--- src/logic/hjg_cfg.svh ---
// register map, field positions, reset values and codes of the axis block
`ifndef HJG_CFG_SVH
`define HJG_CFG_SVH
`define HJG_A_CTRL   6'h00
`define HJG_A_METH   6'h04
`define HJG_A_ZOFF   6'h08
`define HJG_A_FSEL   6'h0c
`define HJG_A_SLOW   6'h10
`define HJG_A_FAST   6'h14
`define HJG_A_HSPD   6'h18
`define HJG_A_GNUM   6'h1c
`define HJG_A_GDEN   6'h20
`define HJG_A_SFAC   6'h24
`define HJG_A_TFAC   6'h28
`define HJG_A_STAT   6'h2c
`define HJG_A_POS    6'h30
`define HJG_A_GPOS   6'h34
`define HJG_B_START  0
`define HJG_B_JBUS   1
`define HJG_B_BJP    2
`define HJG_B_BJN    3
`define HJG_FN_JOGP  4'h7
`define HJG_FN_JOGN  4'h8
`define HJG_M_M33    6'h21
`define HJG_M_M35    6'h23
`define HJG_R_GEAR   16'h0001
`define HJG_R_FAC    16'h0100
`define HJG_R_SPD    16'h0000
`define HJG_F_A      2'h0
`define HJG_F_B      2'h1
`define HJG_F_Z      2'h2
`define HJG_F_N      2'h3
`define HJG_OKAY     2'h0
`define HJG_SLVERR   2'h2
`endif

--- src/logic/hjg_pkg.sv ---
// types of the homing, jog and gearing block
`default_nettype none
package hjg_pkg;
  typedef enum logic [2:0] {
    HS_IDLE, HS_SEEK, HS_FALL, HS_RISE, HS_ZERO
  } hjg_hst_t;
  typedef struct packed {
    logic [9:0]         s1;
    logic [9:0]         s2;
    logic [9:0]         s3;
    logic [9:0]         flt;
    logic               aw_ok;
    logic               w_ok;
    logic [5:0]         awa;
    logic [31:0]        wd;
    logic [3:0]         ws;
    logic               bv;
    logic [1:0]         br;
    logic               rv;
    logic [31:0]        rd;
    logic [1:0]         rr;
    logic               jbus;
    logic               bjp;
    logic               bjn;
    logic [5:0]         meth;
    logic [31:0]        zoff;
    logic [15:0]        fsel;
    logic [15:0]        slow;
    logic [15:0]        fast;
    logic [15:0]        hspd;
    logic [15:0]        num;
    logic [15:0]        den;
    logic [15:0]        sfac;
    logic [15:0]        tfac;
    hjg_hst_t           st;
    logic [1:0]         fam;
    logic               dir;
    logic               rev;
    logic               nozp;
    logic               done;
    logic               err;
    logic [1:0]         first;
    logic [31:0]        pos;
    logic [31:0]        gpos;
    logic signed [39:0] rem;
    logic [15:0]        spre;
    logic [15:0]        tpre;
    logic               en;
    logic               mdir;
    logic [15:0]        spd;
  } hjg_st_t;
endpackage
`default_nettype wire

--- src/logic/hjg_top.sv ---
// homing, jog and electronic gearing logic of one servo axis
// What this block does
// method 11 reverses at cam, zero at first pulse after cam fall.
// method 12 takes pulse under cam, else reverse and zero after rise.
// method 13 mirrors 12 in the other direction of start.
// method 14 passes over cam, zero at first pulse after fall.
// methods 15 and 16 are undefined and start no motion.
// methods 27 to 30 run the sequence of the method sixteen lower.
// methods 27 to 30 take the cam edge itself, ignoring zero pulse, except 28 and 29 started on cam, which zero at once.
// methods 31 and 32 are undefined and start no motion.
// method 33 moves left, zero at first zero pulse.
// method 34 moves right, zero at first zero pulse.
// method 35 moves nowhere; actual position becomes reference.
// jog source is bus bits or terminals; speeds in user units.
// slow and fast jog speed in each direction.
// input function 7 jogs positive, 8 jogs negative, while active.
// fast jog only while both jog requests are active.
// negative first then positive gives fast jog negative.
// positive first then negative gives fast jog positive.
// gear ratio is a fraction; remainder kept, no rounding drift.
// speed pre-control is scaled by the speed factor.
// torque pre-control is scaled by the torque factor.
// tracking-error monitoring is off during a homing run.
// zero event loads offset, stops motion, sets homing done.
// undefined method flags a configuration error, no motion.
`include "hjg_cfg.svh"
`timescale 1ns/1ps
`default_nettype none
module hjg_top (
  // clock and reset
  input  wire logic        CLOCK_IN,
  input  wire logic        SRST_IN,
  // axi4-lite slave
  input  wire logic [5:0]  AWADDR_IN,
  input  wire logic        AWVALID_IN,
  output logic             AWREADY_OUT,
  input  wire logic [31:0] WDATA_IN,
  input  wire logic [3:0]  WSTRB_IN,
  input  wire logic        WVALID_IN,
  output logic             WREADY_OUT,
  output logic [1:0]       BRESP_OUT,
  output logic             BVALID_OUT,
  input  wire logic        BREADY_IN,
  input  wire logic [5:0]  ARADDR_IN,
  input  wire logic        ARVALID_IN,
  output logic             ARREADY_OUT,
  output logic [31:0]      RDATA_OUT,
  output logic [1:0]       RRESP_OUT,
  output logic             RVALID_OUT,
  input  wire logic        RREADY_IN,
  // switch, cam and encoder pins
  input  wire logic        CAM_IN,
  input  wire logic        LIM_POS_IN,
  input  wire logic        LIM_NEG_IN,
  input  wire logic        ZERO_PULSE_IN,
  input  wire logic        ENC_STEP_IN,
  input  wire logic        ENC_UP_IN,
  input  wire logic [3:0]  DIG_IN,
  // master reference, same clock
  input  wire logic [15:0] MASTER_DELTA_IN,
  input  wire logic [15:0] MASTER_VEL_IN,
  input  wire logic [15:0] MASTER_ACC_IN,
  // motion controller
  output logic             MOTION_EN_OUT,
  output logic             MOTION_DIR_OUT,
  output logic [15:0]      SPEED_OUT,
  output logic             HOMING_ACTIVE_OUT,
  output logic             HOMING_DONE_OUT,
  output logic             TRK_MON_EN_OUT,
  output logic [31:0]      ACT_POS_OUT,
  output logic [31:0]      GEAR_POS_OUT,
  output logic [15:0]      SPEED_PRE_OUT,
  output logic [15:0]      TORQUE_PRE_OUT
);
  import hjg_pkg::*;

  hjg_st_t s_q;
  hjg_st_t s_d;
  logic [9:0] pins;
  logic [3:0] jp_t;
  logic [3:0] jn_t;

  assign pins = {DIG_IN, ENC_UP_IN, ENC_STEP_IN, ZERO_PULSE_IN,
                 LIM_NEG_IN, LIM_POS_IN, CAM_IN};

  // each terminal input may carry a jog function
  genvar gi;
  generate
    for (gi = 0; gi < 4; gi = gi + 1)
    begin : g_fsel
      assign jp_t[gi] = s_q.flt[6+gi]
        && s_q.fsel[gi*4 +: 4] == `HJG_FN_JOGP;
      assign jn_t[gi] = s_q.flt[6+gi]
        && s_q.fsel[gi*4 +: 4] == `HJG_FN_JOGN;
    end
  endgenerate

  function automatic logic [31:0] hjg_merge(
    input logic [31:0] o,
    input logic [31:0] d,
    input logic [3:0]  b
  );
    logic [31:0] r;
    r = o;
    for (int k = 0; k < 4; k++)
      if (b[k])
        r[k*8 +: 8] = d[k*8 +: 8];
    return r;
  endfunction

  // returns {ok, family, start dir, reverse at cam, no zero pulse}
  function automatic logic [5:0] hjg_dec(input logic [5:0] m);
    logic [5:0] b;
    logic       nz;
    nz = (m >= 6'h1b) && (m <= 6'h1e);
    b = nz ? m - 6'h10 : m;
    case (b)
      6'h0b:   hjg_dec = {1'b1, `HJG_F_A, 1'b1, 1'b1, nz};
      6'h0c:   hjg_dec = {1'b1, `HJG_F_B, 1'b1, 1'b0, nz};
      6'h0d:   hjg_dec = {1'b1, `HJG_F_B, 1'b0, 1'b0, nz};
      6'h0e:   hjg_dec = {1'b1, `HJG_F_A, 1'b0, 1'b0, nz};
      6'h21:   hjg_dec = {1'b1, `HJG_F_Z, 1'b0, 1'b0, 1'b0};
      6'h22:   hjg_dec = {1'b1, `HJG_F_Z, 1'b1, 1'b0, 1'b0};
      6'h23:   hjg_dec = {1'b1, `HJG_F_N, 1'b0, 1'b0, 1'b0};
      default: hjg_dec = 6'h00;
    endcase
  endfunction

  always_comb
  begin
    logic [9:0]         fn;
    logic               cam_r;
    logic               cam_f;
    logic               zp_r;
    logic               stp_r;
    logic               start;
    logic               zero_ev;
    logic [5:0]         dc;
    logic               jp;
    logic               jn;
    logic signed [39:0] acc;
    logic signed [32:0] pv;
    logic signed [32:0] pt;
    s_d = s_q;
    start = 1'b0;
    zero_ev = 1'b0;
    fn = 10'h000;
    cam_r = 1'b0;
    cam_f = 1'b0;
    zp_r = 1'b0;
    stp_r = 1'b0;
    dc = 6'h00;
    jp = 1'b0;
    jn = 1'b0;
    acc = 40'sh0;
    pv = 33'sh0;
    pt = 33'sh0;
    // a change counts once the second and third stage agree
    s_d.s1 = pins;
    s_d.s2 = s_q.s1;
    s_d.s3 = s_q.s2;
    for (int k = 0; k < 10; k++)
      fn[k] = (s_q.s2[k] == s_q.s3[k]) ? s_q.s2[k] : s_q.flt[k];
    s_d.flt = fn;
    cam_r = fn[0] & ~s_q.flt[0];
    cam_f = ~fn[0] & s_q.flt[0];
    zp_r = fn[3] & ~s_q.flt[3];
    stp_r = fn[4] & ~s_q.flt[4];

    // bus write: address and data taken in either order
    if (AWVALID_IN && AWREADY_OUT)
    begin
      s_d.aw_ok = 1'b1;
      s_d.awa = {AWADDR_IN[5:2], 2'b00};
    end
    if (WVALID_IN && WREADY_OUT)
    begin
      s_d.w_ok = 1'b1;
      s_d.wd = WDATA_IN;
      s_d.ws = WSTRB_IN;
    end
    if (s_q.aw_ok && s_q.w_ok && !s_q.bv)
    begin
      s_d.aw_ok = 1'b0;
      s_d.w_ok = 1'b0;
      s_d.bv = 1'b1;
      s_d.br = `HJG_OKAY;
      case (s_q.awa)
        `HJG_A_CTRL:
        begin
          if (s_q.ws[0])
          begin
            start = s_q.wd[`HJG_B_START];
            s_d.jbus = s_q.wd[`HJG_B_JBUS];
            s_d.bjp = s_q.wd[`HJG_B_BJP];
            s_d.bjn = s_q.wd[`HJG_B_BJN];
          end
        end
        `HJG_A_METH:
          if (s_q.ws[0])
            s_d.meth = s_q.wd[5:0];
        `HJG_A_ZOFF: s_d.zoff = hjg_merge(s_q.zoff, s_q.wd, s_q.ws);
        `HJG_A_FSEL:
          s_d.fsel = 16'(hjg_merge({16'h0, s_q.fsel}, s_q.wd, s_q.ws));
        `HJG_A_SLOW:
          s_d.slow = 16'(hjg_merge({16'h0, s_q.slow}, s_q.wd, s_q.ws));
        `HJG_A_FAST:
          s_d.fast = 16'(hjg_merge({16'h0, s_q.fast}, s_q.wd, s_q.ws));
        `HJG_A_HSPD:
          s_d.hspd = 16'(hjg_merge({16'h0, s_q.hspd}, s_q.wd, s_q.ws));
        `HJG_A_GNUM:
          s_d.num = 16'(hjg_merge({16'h0, s_q.num}, s_q.wd, s_q.ws));
        `HJG_A_GDEN:
          s_d.den = 16'(hjg_merge({16'h0, s_q.den}, s_q.wd, s_q.ws));
        `HJG_A_SFAC:
          s_d.sfac = 16'(hjg_merge({16'h0, s_q.sfac}, s_q.wd, s_q.ws));
        `HJG_A_TFAC:
          s_d.tfac = 16'(hjg_merge({16'h0, s_q.tfac}, s_q.wd, s_q.ws));
        `HJG_A_STAT, `HJG_A_POS, `HJG_A_GPOS: ;
        default: s_d.br = `HJG_SLVERR;
      endcase
    end
    if (s_q.bv && BREADY_IN)
      s_d.bv = 1'b0;

    // bus read
    if (ARVALID_IN && ARREADY_OUT)
    begin
      s_d.rv = 1'b1;
      s_d.rr = `HJG_OKAY;
      case ({ARADDR_IN[5:2], 2'b00})
        `HJG_A_CTRL: s_d.rd = {28'h0, s_q.bjn, s_q.bjp, s_q.jbus, 1'b0};
        `HJG_A_METH: s_d.rd = {26'h0, s_q.meth};
        `HJG_A_ZOFF: s_d.rd = s_q.zoff;
        `HJG_A_FSEL: s_d.rd = {16'h0, s_q.fsel};
        `HJG_A_SLOW: s_d.rd = {16'h0, s_q.slow};
        `HJG_A_FAST: s_d.rd = {16'h0, s_q.fast};
        `HJG_A_HSPD: s_d.rd = {16'h0, s_q.hspd};
        `HJG_A_GNUM: s_d.rd = {16'h0, s_q.num};
        `HJG_A_GDEN: s_d.rd = {16'h0, s_q.den};
        `HJG_A_SFAC: s_d.rd = {16'h0, s_q.sfac};
        `HJG_A_TFAC: s_d.rd = {16'h0, s_q.tfac};
        `HJG_A_STAT: s_d.rd = {26'h0, s_q.first, s_q.dir,
                               s_q.err, s_q.done, s_q.st != HS_IDLE};
        `HJG_A_POS:  s_d.rd = s_q.pos;
        `HJG_A_GPOS: s_d.rd = s_q.gpos;
        default:
        begin
          s_d.rd = 32'h0;
          s_d.rr = `HJG_SLVERR;
        end
      endcase
    end
    if (s_q.rv && RREADY_IN)
      s_d.rv = 1'b0;

    // encoder count; a zero event below overrides it
    if (stp_r)
      s_d.pos = fn[5] ? s_q.pos + 32'h1 : s_q.pos - 32'h1;

    // homing sequencer
    dc = hjg_dec(s_q.meth);
    case (s_q.st)
      HS_IDLE:
        if (start)
        begin
          s_d.done = 1'b0;
          s_d.err = !dc[5];
          s_d.fam = dc[4:3];
          s_d.dir = dc[2];
          s_d.rev = dc[1];
          s_d.nozp = dc[0];
          if (!dc[5])
            s_d.st = HS_IDLE;
          else if (dc[4:3] == `HJG_F_N)
            zero_ev = 1'b1;
          else if (dc[4:3] == `HJG_F_Z)
            s_d.st = HS_ZERO;
          else if (!s_q.flt[0])
            s_d.st = HS_SEEK;
          else if (dc[4:3] == `HJG_F_B)
            s_d.st = HS_ZERO;
          else
          begin
            s_d.dir = !dc[2];
            s_d.st = HS_FALL;
          end
        end
      HS_SEEK:
      begin
        // an end switch in the travel direction means the cam lies behind
        // only the switch edge reverses; its level would flip every cycle
        if ((s_q.dir && fn[1] && !s_q.flt[1])
            || (!s_q.dir && fn[2] && !s_q.flt[2]))
          s_d.dir = !s_q.dir;
        if (cam_r)
        begin
          s_d.st = HS_FALL;
          if (s_q.rev)
            s_d.dir = !s_q.dir;
        end
      end
      HS_FALL:
        if (cam_f)
        begin
          if (s_q.fam == `HJG_F_B)
          begin
            s_d.dir = !s_q.dir;
            s_d.st = HS_RISE;
          end
          else if (s_q.nozp)
            zero_ev = 1'b1;
          else
            s_d.st = HS_ZERO;
        end
      HS_RISE:
        if (cam_r)
        begin
          if (s_q.nozp)
            zero_ev = 1'b1;
          else
            s_d.st = HS_ZERO;
        end
      HS_ZERO:
        if (zp_r || s_q.nozp)
          zero_ev = 1'b1;
      default: s_d.st = HS_IDLE;
    endcase
    if (zero_ev)
    begin
      s_d.pos = s_q.zoff;
      s_d.done = 1'b1;
      s_d.st = HS_IDLE;
    end

    // jog: remember which request came first
    jp = s_q.jbus ? s_q.bjp : |jp_t;
    jn = s_q.jbus ? s_q.bjn : |jn_t;
    if (!jp && !jn)
      s_d.first = 2'h0;
    else if (s_q.first == 2'h0)
      s_d.first = jp ? 2'h1 : 2'h2;
    else if (!(jp && jn))
      s_d.first = jp ? 2'h1 : 2'h2;

    // motion request
    if (s_d.st != HS_IDLE)
    begin
      s_d.en = 1'b1;
      s_d.mdir = s_d.dir;
      s_d.spd = s_q.hspd;
    end
    else if (jp && jn)
    begin
      s_d.en = 1'b1;
      s_d.spd = s_q.fast;
      s_d.mdir = s_q.first != 2'h2;
    end
    else
    begin
      s_d.en = jp || jn;
      s_d.spd = s_q.slow;
      s_d.mdir = jp;
    end

    // gearing: remainder carried so the ratio never drifts
    acc = s_q.rem + 40'(signed'(MASTER_DELTA_IN)
                      * signed'({1'b0, s_q.num}));
    if (s_q.den != 16'h0)
    begin
      if (acc >= signed'({24'h0, s_q.den}))
      begin
        acc = acc - signed'({24'h0, s_q.den});
        s_d.gpos = s_q.gpos + 32'h1;
      end
      else if (acc < 0)
      begin
        acc = acc + signed'({24'h0, s_q.den});
        s_d.gpos = s_q.gpos - 32'h1;
      end
      s_d.rem = acc;
    end
    pv = signed'(MASTER_VEL_IN) * signed'({1'b0, s_q.sfac});
    pt = signed'(MASTER_ACC_IN) * signed'({1'b0, s_q.tfac});
    s_d.spre = pv[23:8];
    s_d.tpre = pt[23:8];
  end

  always_ff @(posedge CLOCK_IN)
  begin
    if (SRST_IN)
    begin
      s_q <= '0;
      s_q.st <= HS_IDLE;
      s_q.num <= `HJG_R_GEAR;
      s_q.den <= `HJG_R_GEAR;
      s_q.sfac <= `HJG_R_FAC;
      s_q.tfac <= `HJG_R_FAC;
      s_q.hspd <= `HJG_R_SPD;
    end
    else
      s_q <= s_d;
  end

  assign AWREADY_OUT = !s_q.aw_ok && !s_q.bv;
  assign WREADY_OUT = !s_q.w_ok && !s_q.bv;
  assign BVALID_OUT = s_q.bv;
  assign BRESP_OUT = s_q.br;
  assign ARREADY_OUT = !s_q.rv;
  assign RVALID_OUT = s_q.rv;
  assign RDATA_OUT = s_q.rd;
  assign RRESP_OUT = s_q.rr;
  assign MOTION_EN_OUT = s_q.en;
  assign MOTION_DIR_OUT = s_q.mdir;
  assign SPEED_OUT = s_q.spd;
  assign HOMING_ACTIVE_OUT = s_q.st != HS_IDLE;
  assign HOMING_DONE_OUT = s_q.done;
  assign TRK_MON_EN_OUT = s_q.st == HS_IDLE;
  assign ACT_POS_OUT = s_q.pos;
  assign GEAR_POS_OUT = s_q.gpos;
  assign SPEED_PRE_OUT = s_q.spre;
  assign TORQUE_PRE_OUT = s_q.tpre;
endmodule // hjg_top
`default_nettype wire

--- config.mk ---
export PLATFORM = sky130hd
export DESIGN_NAME = hjg_top
export DESIGN_NICKNAME = d
export VERILOG_FILES = /design/src/logic/hjg_pkg.sv /design/src/logic/hjg_top.sv
export VERILOG_INCLUDE_DIRS = /design/src /design/src/logic
export SDC_FILE = /design/constraint.sdc
export NUM_CORES = 2
export LEC_CHECK = 0
export ABC_CLOCK_PERIOD_IN_PS = 13870
export BUFFER_PORTS_ARGS = -buffer_cell sky130_fd_sc_hd__buf_2
export CAP_MARGIN = 10
export CORE_MARGIN = 1.5
export CORE_UTILIZATION = 51
export CTS_BUF_LIST = sky130_fd_sc_hd__clkbuf_4
export CTS_CLUSTER_SIZE = 16
export DETAILED_ROUTE_END_ITERATION = 6
export GPL_ROUTABILITY_DRIVEN = 0
export PLACE_DENSITY = 0.68
export SLEW_MARGIN = 25
export SYNTH_ARGS = -nofsm -noshare
export SYNTH_HDL_FRONTEND = slang
export SYNTH_SLANG_ARGS = --single-unit
--- constraint.sdc ---
create_clock -name CLOCK_IN -period 13.87 [get_ports CLOCK_IN]
set_input_delay 1.387 -clock CLOCK_IN [delete_from_list [all_inputs] [get_ports CLOCK_IN]]
set_output_delay 1.387 -clock CLOCK_IN [all_outputs]
set_load 0.005 [all_outputs]
==> impl_metrics.yaml <==
status:
  status: "finished, final reports clean"
worst_setup_path:
  worst_path_most_repeated_cell: "fa_1"
  timing.rr.start: "s_q[224]"
  cp_max_fo: 21
  crit_arrival_ns: 12.76
  crit_type: "register to register"
  r2r_end: "GEAR_POS_OUT[31]"
  start_kind: "register"
  required_ns: 14.69
  crit_path_max_incr_delay_ns: 0.97
  critPathCaptureType: "register"
  rr_worst_depth: 35
  r2r_setup_slack_ns: 1.93
  crit_slowest_cell: "dfxtp_1"
clock_network:
  ctsResizeCount: 0
  htreeDepth: 3
  numCtsBuffers: 120
  max-clock-path-buffers: 3
  clock_latency_ns: 0.97
  cts_setup_buffers: 0
  clock-root-buffer: "clkbuf_4"
  clock_sinks: 453
  tritoncts: "yes"
  ctsHoldBuffers: 0
  path_clk_slew_ns: 0.06
sta:
  fmax_ghz: 0.08378
  hold_viol_final: 0
  fin_setup_tns_ns: 0
  min_period_ns: 11.94
  setup_viol: 0
  fin_crit_sh: 0.8605
  relSlewSlack: 0.2285
  rsz0062_at_grt: "false"
  maxSlewViolCount: 0
  tightest_slew_ns: 1.153
  holdWs_ns: 0.4388
  skew_ns: 0.06877
hold_path:
  holdPathStages: 1
  hold_end: "s_d[428]"
  min-delay-start: "s_d[438]"
  min_path_type: "register to register"
synthesis:
  ys_types: 97
  synth_edf_count: 0
  ys_ff_latch: 453
  synth_warnings: 0
  async_reset_ff_frac: 0
  syn_area_um2: 49500
  ys.flop_type: "dfxtp_1"
  ys_seq_area_frac: 0.1832
  syn_avg_cell_area_um2: 8.512
  synthCells: 5815
cells_and_area:
  drive_gt1_frac: 0.1009
  layout_common_cells: "inv_1, nand2_1, fa_1"
  fillCellCount: 9061
  final_common_cell: "inv_1"
  final_util: 0.5429
  area_growth_pct: 5.766
  nets: 6892
pwr:
  power_mw: 6.377
  peakVddDrop_uv: 168.2
  p_per_area_nw_per_um2: 121.8
  p_leak_nw: 24.43
global_routing:
  grt_max_degree: 100
  grt-ovfl-total: 0
  grt_usage: 0.2848
  grt_pass1_wl_um: 223500
  antenna_found_initial: 14
  grt_pass1_vias: 40540
die:
  die-area_um2: 98930
  core_um2: 96420
  start_util: 0.5133
  die_y_um: 314.5
  chipWidth_um: 314.5
  num_rows: 114
  num_io_pins: 271
detailed_routing:
  ant_nets: 0
  drcViolationCount: 0
  post_drt_wl_per_cell_um: 19.56
  routed_wl_um: 140800
  first_pass_iters: 7
  vias_per_cell: 5.741
  vias: 41330
  drtIter0Drc: 3536
flow_run:
  drv_cap: 0
place:
  post-dp-hpwl_um: 107300
  port_buffers: 264
[per-layer routing]
layer	GRT usage	routed length [um]	share of wire	up-vias
met5	0	91	0.00065	-
met2	0.4735	66520	0.47	1581
met1	0.3783	58590	0.42	20460
met3	0.04453	10700	0.076	319
met4	0.09375	4892	0.035	12
li1	-	-	-	18960
[critical path, delay by kind of cell (launching register included)]
kind	cells	cell delay, ns
xor gates and xnor gates	1	0.22
buffers and inverters	5	1.07
AOI/OAI and AO/OA	14	3.78
and+or+nand+nor	6	1.37
adders and majority gates	9	4.35
DFF	1	0.97
[worst max path at each step]
| stage | end | start | depth (start not counted) | slack [ns] |
|---|---|---|---|---|
| floorplan | GEAR_POS_OUT[29] | MASTER_DELTA_IN[1] | 45 | 2.58 |
| global placement | GEAR_POS_OUT[31] | MASTER_DELTA_IN[15] | 36 | 1.54 |
| detailed placement | GEAR_POS_OUT[31] | MASTER_DELTA_IN[15] | 36 | 1.37 |
| CTS | GEAR_POS_OUT[31] | s_q[224] | 35 | 2.16 |
| global route | GEAR_POS_OUT[31] | s_q[220] | 36 | 1.46 |
| finish | GEAR_POS_OUT[31] | s_q[224] | 35 | 1.93 |
[power by group]
group          total, mW  internal [mW]  switching [mW]
Clock               1.30          0.678           0.621
Sequential          1.57           1.42           0.152
Combinational       3.50           1.37            2.13
[flip-flops by register name (all words and copies together) (netlist names)]
signal           count
s_d                 20
s_q                282
BRESP_OUT            1
MOTION_EN_OUT        1
HOMING_DONE_OUT      1
ACT_POS_OUT         32
TORQUE_PRE_OUT      16
BVALID_OUT           1
SPEED_OUT           16
MOTION_DIR_OUT       1
RRESP_OUT            1
RVALID_OUT           1
RDATA_OUT           32
SPEED_PRE_OUT       16
GEAR_POS_OUT        32
[cell type report]
class | instances | area, um2 | share of cell area
Sequential cell | 453 | 9069 | 0.1732
Clock buffer | 168 | 1261 | 0.02409
Inverter | 783 | 2939 | 0.05614
Antenna cell | 5 | 12.51 | 0.0002390
Clock inverter | 47 | 389.1 | 0.007433
Timing Repair Buffer | 330 | 1827 | 0.03489
Tap cell | 1276 | 1597 | 0.03050
Multi-Input combinational cell | 4136 | 35260 | 0.6735
[stage by stage]
step	instance area [um2]	cells	setup WS [ns]
2_1_floorplan	49500	5816	2.584
3_3_place_gp	50680	6978	1.536
3_5_place_dp	50690	6978	1.367
4_1_cts	52340	7193	2.157
5_1_grt	52350	7197	1.461
6_report	52350	7198	1.935
[Yosys cell counts (111+ instances only)]
| cell type | number | area share |
|---|---|---|
| xnor2_1 | 111 | 0.020 |
| buf_4 | 158 | 0.024 |
| fa_1 | 567 | 0.23 |
| clkbuf_1 | 251 | 0.019 |
| inv_1 | 783 | 0.059 |
| mux2i_1 | 244 | 0.049 |
| and2_1 | 350 | 0.044 |
| dfxtp_1 | 453 | 0.18 |
| a21oi_1 | 252 | 0.025 |
| ha_1 | 388 | 0.098 |
| nor2_1 | 503 | 0.038 |
| nand2_1 | 615 | 0.047 |
[cells by family (layout without fill, tap and decap cells)]
logic type	count (synthesis)	count (layout)	synth area share
multiplexers	263	263	0.05367
adder cells (fa/ha/maj)	956	956	0.3276
other	1	7	0.00007576
flip-flops	453	453	0.1832
AND/OR/NAND/NOR	1932	1932	0.1877
XOR/XNOR	159	159	0.02829
AO/OA/AOI/OAI	824	824	0.1140
buffers and inverters	1227	1328	0.1054
Power figures use the tool's default switching activity.
